[config.mk]
export PLATFORM = sky130hd
export DESIGN_NAME = bcs_board_config
export DESIGN_NICKNAME = d
export VERILOG_FILES = /design/src/verilog/bcs_pkg.sv /design/src/verilog/bcs_board_config.sv
export SDC_FILE = /design/constraint.sdc
export NUM_CORES = 1
export LEC_CHECK = 0
export BUFFER_PORTS_ARGS = -buffer_cell sky130_fd_sc_hd__buf_2
export CAP_MARGIN = 10
export CORE_MARGIN = 2
export CORE_UTILIZATION = 45
export CTS_CLUSTER_SIZE = 24
export DETAILED_ROUTE_END_ITERATION = 8
export PLACE_DENSITY = 0.64
export SLEW_MARGIN = 15
export SYNTH_ARGS = -nofsm -noshare
export SYNTH_HDL_FRONTEND = slang
export SYNTH_SLANG_ARGS = --single-unit
[constraint.sdc]
create_clock -name clk -period 38.6 [get_ports clk]
set_clock_uncertainty 0.15 [all_clocks]
set_input_delay 1.93 -clock clk [delete_from_list [all_inputs] [get_ports clk]]
set_output_delay 1.93 -clock clk [all_outputs]
set_load 0.05 [all_outputs]
[src/verilog/bcs_pkg.sv]
// shared constants and carrier types for the board config and startup block
package bcs_pkg;
	localparam int NUM_LINES       = 12;
	localparam int NUM_TICKS       = 16;
	localparam int NUM_CORES       = 64;
	localparam int LINE_FANOUT     = 0;
	localparam int LINE_RXP        = 1;
	localparam int LINE_ACC_LO     = 2;
	localparam int LINE_ACC_HI     = 9;
	localparam int LINE_RECIRC     = 10;
	localparam int LINE_ETH        = 11;
	localparam int SEL_LSB         = 0;
	localparam int SEL_W           = 4;
	localparam int VSEL_W          = 6;
	localparam int CLK_PERIOD_NS   = 8;
	localparam int TICK_PERIOD_MS  = 10;
	localparam int TICK_CYCLES     = (TICK_PERIOD_MS * 1000000) / CLK_PERIOD_NS;
	localparam logic [3:0] SEL_RESET = 4'h0;
	localparam logic [7:0] MONCTL_RESET = 8'h00;

	// monitor and control register image
	typedef struct packed {
		logic       lowVoltOk;
		logic       powerGood;
		logic [1:0] statusLed;
		logic [3:0] tickSelect;
	} bcs_monctl_t;

	// grouped configuration enables, active low on the wire
	typedef struct packed {
		logic       ethernetFpga;
		logic       recirc;
		logic [7:0] accColumn;
		logic       rxp;
		logic       fanout;
	} bcs_cfgen_t;
endpackage

[src/verilog/bcs_board_config.sv]
// board config enable fan-out, done flags, tick generation, tick select, core volt mux
// Contract
// [RQ1] enable line 0 fan-out, 1 rxp, 9:2 acc columns, 10 recirc, 11 ethernet
// [RQ2] host configures fan-out devices before any other group
// [RQ3] host reads group done flag after last bit of a chain
// [RQ4] done flag of 1 means success, anything else is failure
// [RQ5] board ready only when every group done flag is set
// [RQ6] order is fan-out, accumulators, rxp, recirc, ethernet last
// [RQ7] host waits for rxp lock on one low and one high wafer
// [RQ8] continue only if wafers active and 128 MHz clocks unless external
// [RQ9] host waits for each recirc timecode and sample stream lock
// [RQ10] chips started one by one: power, pll reset, then chip reset
// [RQ11] recirc in test generator mode, chips receive mode, then calibrate
// [RQ12] host sets ethernet mode and addresses, then applies all configuration
// [RQ13] locked recirc makes a 10 msec tick aligned to timecode tick bit
// [RQ14] hub takes 16 ticks and forwards one chosen by host write
// [RQ15] chosen tick goes to bridge and interrupts host when enabled
// [RQ16] 64 core voltages muxed to converter channel by select register
// [RQ17] recirc ram test optional, needs temporary bitstream, proves connectivity only
// [RQ18] host asserts enable lines one at a time by writing low
// [RQ19] after low then high pulse, bitstream goes serially lsb first
// [RQ20] select bits 3:0 pick tick source, 000 y0, 001 y1, 100 x0
// [RQ21] host bounds every wait step with a timeout and reports failure
// [RQ22] unlocked recirc holds tick low and emits no partial pulse
`timescale 1ns/1ps
`default_nettype none
module bcs_board_config
	import bcs_pkg::*;
#(
	parameter int TICK_LEN = TICK_CYCLES
) (
	input  wire logic                 clk,
	input  wire logic                 rst,
	input  wire logic [NUM_LINES-1:0] cfgEnableCtl,
	input  wire logic                 cfgDataBit,
	input  wire logic [NUM_LINES-1:0] groupDone,
	output var  bcs_cfgen_t           cfgEnableLine,
	output logic [NUM_LINES-1:0]      cfgDataOut,
	output logic [NUM_LINES-1:0]      doneStatus,
	output logic                      boardReady,
	input  wire logic [NUM_TICKS-1:0] timecodeLock,
	input  wire logic [NUM_TICKS-1:0] timecodeTickBit,
	output logic [NUM_TICKS-1:0]      tickOut,
	input  wire logic                 monCtlWrite,
	input  wire logic [7:0]           monCtlWdata,
	input  wire logic                 lowVoltOk,
	input  wire logic                 powerGood,
	output var  bcs_monctl_t          monCtl,
	input  wire logic                 irqEnable,
	output logic                      selectedTick,
	output logic                      hostIrq,
	input  wire logic                 vselWrite,
	input  wire logic [VSEL_W-1:0]    vselWdata,
	input  wire logic [NUM_CORES-1:0] coreVoltSense,
	output logic [VSEL_W-1:0]         coreVoltSelect,
	output logic                      adcChannel6
);
	localparam int CW = $clog2(TICK_LEN + 1);

	logic [NUM_LINES-1:0] cfgEnable;
	logic [NUM_LINES-1:0] next_cfgEnable;
	logic [NUM_LINES-1:0] next_cfgDataOut;
	logic [NUM_LINES-1:0] next_doneStatus;
	logic                 next_boardReady;
	logic [3:0]           tickSel;
	logic [3:0]           next_tickSel;
	logic [1:0]           ledState;
	logic [1:0]           next_ledState;
	logic                 next_selectedTick;
	logic [VSEL_W-1:0]    next_coreVoltSelect;
	logic                 next_adcChannel6;

	// enable lines pass as registered levels; the host owns ordering and one-hot use
	always_comb begin
		next_cfgEnable = cfgEnableCtl; // RQ18
		next_doneStatus = groupDone;
		next_boardReady = &groupDone; // RQ5
		// data follows only released (high) enables; a chain held in program enable sees zero
		for (int i = 0; i < NUM_LINES; i++) begin
			next_cfgDataOut[i] = cfgDataBit & cfgEnableCtl[i]; // RQ19
		end
	end

	always_ff @(posedge clk or posedge rst) begin
		if (rst) begin
			cfgEnable  <= '1;
			cfgDataOut <= '0;
			doneStatus <= '0;
			boardReady <= 1'b0;
		end else begin
			cfgEnable  <= next_cfgEnable;
			cfgDataOut <= next_cfgDataOut;
			doneStatus <= next_doneStatus; // RQ4
			boardReady <= next_boardReady;
		end
	end

	// group mapping of the enable lines
	assign cfgEnableLine.fanout       = cfgEnable[LINE_FANOUT]; // RQ1
	assign cfgEnableLine.rxp          = cfgEnable[LINE_RXP];
	assign cfgEnableLine.accColumn    = cfgEnable[LINE_ACC_HI:LINE_ACC_LO];
	assign cfgEnableLine.recirc       = cfgEnable[LINE_RECIRC];
	assign cfgEnableLine.ethernetFpga = cfgEnable[LINE_ETH];

	// one tick generator per recirc controller
	generate
		for (genvar g = 0; g < NUM_TICKS; g++) begin : gTick
			logic [CW-1:0] cnt;
			logic [CW-1:0] next_cnt;
			logic          run;
			logic          next_run;
			logic          next_tick;
			always_comb begin
				next_cnt = cnt;
				next_run = run;
				next_tick = 1'b0;
				if (!timecodeLock[g]) begin
					// losing lock drops the tick at once, nothing half-formed escapes
					next_run = 1'b0; // RQ22
					next_cnt = '0;
				end else if (timecodeTickBit[g]) begin
					// every tick bit realigns the phase
					next_run = 1'b1; // RQ13
					next_cnt = '0;
					next_tick = 1'b1;
				end else if (run) begin
					if (cnt == CW'(TICK_LEN - 1)) begin
						next_cnt = '0;
						next_tick = 1'b1; // RQ13
					end else begin
						next_cnt = cnt + 1'b1;
					end
				end
			end
			always_ff @(posedge clk or posedge rst) begin
				if (rst) begin
					cnt        <= '0;
					run        <= 1'b0;
					tickOut[g] <= 1'b0;
				end else begin
					cnt        <= next_cnt;
					run        <= next_run;
					tickOut[g] <= next_tick;
				end
			end
		end
	endgenerate

	// hub register and tick selection; the code is the lane index: 0 is y0, 1 is y1, 4 is x0
	always_comb begin
		next_tickSel = tickSel;
		next_ledState = ledState;
		if (monCtlWrite) begin
			next_tickSel = monCtlWdata[SEL_LSB +: SEL_W]; // RQ20
			next_ledState = monCtlWdata[5:4];
		end
		next_selectedTick = tickOut[tickSel]; // RQ14
	end

	always_ff @(posedge clk or posedge rst) begin
		if (rst) begin
			tickSel      <= SEL_RESET;
			ledState     <= MONCTL_RESET[5:4];
			selectedTick <= 1'b0;
		end else begin
			tickSel      <= next_tickSel;
			ledState     <= next_ledState;
			selectedTick <= next_selectedTick;
		end
	end

	assign monCtl.lowVoltOk  = lowVoltOk;
	assign monCtl.powerGood  = powerGood;
	assign monCtl.statusLed  = ledState;
	assign monCtl.tickSelect = tickSel;
	// bridge gating of the forwarded tick
	assign hostIrq = selectedTick & irqEnable; // RQ15

	// core voltage select register and analog mux model
	always_comb begin
		next_coreVoltSelect = coreVoltSelect;
		if (vselWrite) begin
			next_coreVoltSelect = vselWdata; // RQ16
		end
		next_adcChannel6 = coreVoltSense[coreVoltSelect]; // RQ16
	end

	always_ff @(posedge clk or posedge rst) begin
		if (rst) begin
			coreVoltSelect <= '0;
			adcChannel6    <= 1'b0;
		end else begin
			coreVoltSelect <= next_coreVoltSelect;
			adcChannel6    <= next_adcChannel6;
		end
	end
endmodule // bcs_board_config
`default_nettype wire

# Word level (Yosys, flattened, before mapping)
# Cells that the tools add are included.
# op_classes
add_sub_neg	16
order_cmp	2
n_eq_ne	48
mux	164
bitwise	13
reduce_logical	1
# ops
op	n
21-bit two-way mux	64
21-bit by 1-bit adder with 21-bit output, second input constant	16
21-bit equality test, second input constant	16
1-bit two-way mux	98
3-bit by 1-bit != test with 1-bit output, second input constant	16
2-bit by 1-bit != test with 1-bit output, second input constant	16
1-bit bitwise AND	13
12-bit AND reduction	1
6-bit by 7-bit < comparator with 1-bit output, second input constant	1
1-bit binary-select mux with 6-bit select	1
4-bit by 5-bit < comparator with 1-bit output, second input constant	1
1-bit binary-select mux with 4-bit select	1
# totals
regBits	419
input_bits	142
word_cells	301

# Longest topological paths before layout
# depth
ltp_word	5
mapped_depth	9
ltp_nobuf	6

# Worst setup path after synthesis
# OpenSTA, ideal clock, no wires.
# synth_path
kind	in2out
from	input irqEnable
to	output hostIrq
arrival_time_ps	2337
path_slack_ps	34183
path_stages	1
path_buffers	0
path_cell_list	and2_1
# synth_between
elab_chain_len	1
# synth_lines
item	line_no	source
start, declared	bcs_board_config.sv:49	input wire logic irqEnable,
1-bit bitwise AND	bcs_board_config.sv:177	assign hostIrq = selectedTick & irqEnable;
end, declared	bcs_board_config.sv:51	output logic hostIrq,
# No other way between the ends.

# Final worst setup path
# Ends and elaborated chain as after synthesis.

==> qor.txt <==
status = completed
# H-tree levels = 2
CP startpoint = irqEnable
min Tclk post-route = 4.43 ns
CTS Sinks = 419
CP Max Fanout = 1
Core ar. = 48800 µm²
CP required = 36.52 ns
Nets = 2693
number of synthesized flops with an enable pin = 0
Seq cells post-synth = 419
Min-Delay Path Class = register to register
distinct cell type count after synthesis = 70
f_max = 226 MHz
PwrDens = 40.1 nW/µm²
number of setup buffers added after CTS = 0
syn nets = 2525
Area Growth Syn to Fin = 15.3%
share of cells above drive strength 1 = 15.7%
Layout Utilization = 52.4%
Initial Util = 45.5%
Slew headroom = 32.4%
Mapped Cells = 2367
post_cts resized = 0
top_reg_cell synth = dfrtp_1
die height = 226 µm
Max Cap Violations = 0
post-route ant nets = 0
final WL = 53000 µm
Total Neg Setup Slack = 0 ns
Die Wd = 226 µm
Finish-stage setup viols = 0
drt first pass iters = 5
Final WS setup = 34.17 ns
Final Cycle Share = 11.5%
largest net degree at the start of global routing = 165
Die Area = 51100 µm²
P_leak = 10.6 nW
FFs w/ async S/R, synth = 100%
reg2reg start = gTick[10].cnt[0]
port bufs = 205
num ports = 212
CP endpoint = hostIrq
worst-skew pair later-pin latency = 0.60 ns
Root Driver = clkbuf_16
DRC Markers = 0
R2R Path End = gTick[10].cnt[5]
kind of end point of the critical path = output pin
Storage cell area = 10500 µm²
unrepaired setup endpoints after global routing = false
Syn. warnings = 0
First DRT Iteration DRCs = 1655
synthesized area = 22200 µm²
register area share after synthesis = 47.3%
Avg Cell Area, Syn = 9.38 µm²
initial antenna violation count = 5
Vias per Instance = 5.90
final hold slack = 0.331 ns
Final Hold Viols = 0
All-Layer GR Usage = 20.6%
WS Path Type = input port to output pin
Worst R2R Setup Slack = 35.86 ns
GP Congestion = 0.924
CTS tree = yes
total CTS buffers = 49
clock-pin slew on the worst setup and hold paths = 0.05 ns
placed inst area = 23800 µm²
Clock Path Buffers = 3
vias in the first global route = 17600
Critical Path AT = 2.35 ns
Worst-Margin Slew = 1.00 ns
R2R cell count = 7
DP HPWL = 35600 µm
fillers = 4415
final count of pins violating max slew = 0
# rows = 81
peak supply drop = 30.0 µV
first-pass GRT wire length = 87800 µm
vias after detailed routing = 19100
gr ovfl total = 0
final instance area = 25600 µm²
pre-CTS setup slack = 33.84 ns
Startpoint Class = input port
Hold Buf Count CTS = 0
average routed wire per standard cell = 16.3 µm
area used by multi-input combinational logic = 11100 µm²
registers in the layout, summed over array words and instances (netlist names), 4 cells and up:
name / flops
gTick.cnt: 336
gTick.run: 16
tickOut: 16
cfgDataOut: 12
cfgEnableLine: 12
doneStatus: 12
coreVoltSelect: 6
tickSel: 4
kinds of logic (layout without fill, tap and decap cells):
| group | count (synthesis) | in the layout | share of synthesized area (%) |
|---|---|---|---|
| other | 0 | 2 | 0 |
| buffers and inverters | 158 | 367 | 3.05 |
| and+or+nand+nor | 1013 | 1013 | 24.4 |
| xor gates and xnor gates | 45 | 45 | 1.78 |
| AOI/OAI and AO/OA | 660 | 660 | 18.7 |
| muxes | 56 | 56 | 3.88 |
| adders and majority gates | 16 | 16 | 0.902 |
| DFF | 419 | 419 | 47.3 |
synthesized netlist by cell type, drive strengths merged (18+ instances only):
cell type / number / area [µm²]
inv: 52 / 195
and2: 49 / 307
mux2: 20 / 225
buf: 34 / 211
a21oi: 160 / 801
nor3: 45 / 225
and4: 37 / 324
mux4: 22 / 495
nand3: 154 / 776
clkbuf: 72 / 270
nand2b: 47 / 294
nor4: 57 / 465
xor2: 27 / 236
o21ai: 120 / 601
a22o: 50 / 438
dfrtp: 407 / 10200
a211oi: 19 / 158
a31oi: 206 / 1290
and3: 48 / 300
nand2: 317 / 1190
nor2b: 26 / 163
xnor2: 18 / 158
a41oi: 36 / 315
or3: 18 / 113
nand4: 52 / 325
nor2: 97 / 364
cell usage in the layout, fill, tap and decap left out, types with 51 or more instances in the layout:
| cell | n |
|---|---|
| dfrtp_1 | 407 |
| nand2_1 | 317 |
| a31oi_1 | 206 |
| buf_2 | 205 |
| a21oi_1 | 159 |
| nand3_1 | 153 |
| o21ai_0 | 107 |
| nor2_1 | 97 |
| nand4_1 | 52 |
| inv_1 | 51 |
| clkbuf_16 | 51 |
worst min path at each step:
stage / startpoint / to / slack, ns / cells after the start
after global routing: gTick[11].cnt[20] / gTick[11].cnt[20] / 0.35 / 1
after detailed placement: gTick[9].cnt[20] / gTick[9].cnt[20] / 0.32 / 1
after global placement: gTick[8].cnt[20] / gTick[8].cnt[20] / 0.31 / 1
after floorplan: gTick[8].cnt[20] / gTick[8].cnt[20] / 0.29 / 1
final: gTick[10].cnt[20] / gTick[10].cnt[20] / 0.33 / 1
after CTS: gTick[9].cnt[20] / gTick[9].cnt[20] / 0.33 / 1
metal layers:
| metal | up-vias | track usage [%] | wire length (µm) |
|---|---|---|---|
| met5 | - | 0 | 8 |
| met4 | 2 | 6.41 | 1150 |
| met3 | 75 | 3.51 | 2700 |
| met2 | 418 | 32.2 | 24500 |
| met1 | 9363 | 29.3 | 24600 |
| li1 | 9267 | - | - |
through the flow:
stage | instances | total power [mW]
final | 3242 | 1.03
after CTS | 3240 | 1.04
after floorplan | 2367 | 0.518
after detailed placement | 3148 | 0.544
after global routing | 3241 | 1.07
after global placement | 3148 | 0.542
report_power, final:
group | switching [mW] | leakage [nW] | total, mW | internal, mW
combinational | 0.0542 | 3.99 | 0.0794 | 0.0252
sequential | 0.00882 | 5.70 | 0.456 | 0.447
clock | 0.186 | 0.873 | 0.491 | 0.305
total | 0.249 | 10.6 | 1.03 | 0.777
critical path, cell delays in order:
cell    delay [ns]
buf_2         0.07
and2_1        0.10
buf_2         0.25
final cells by class:
class                      instances  share of cell area, %
multi-input combinational       1790                   43.5
sequential                       419                   41.0
clock buffer                      73                   5.94
timing repair buffer             223                   4.59
tap                              664                   3.25
clock inverter                    19                  0.885
inverter                          52                  0.792
antenna                            2                 0.0196
No activity file was read; power rests on OpenSTA's default activity.
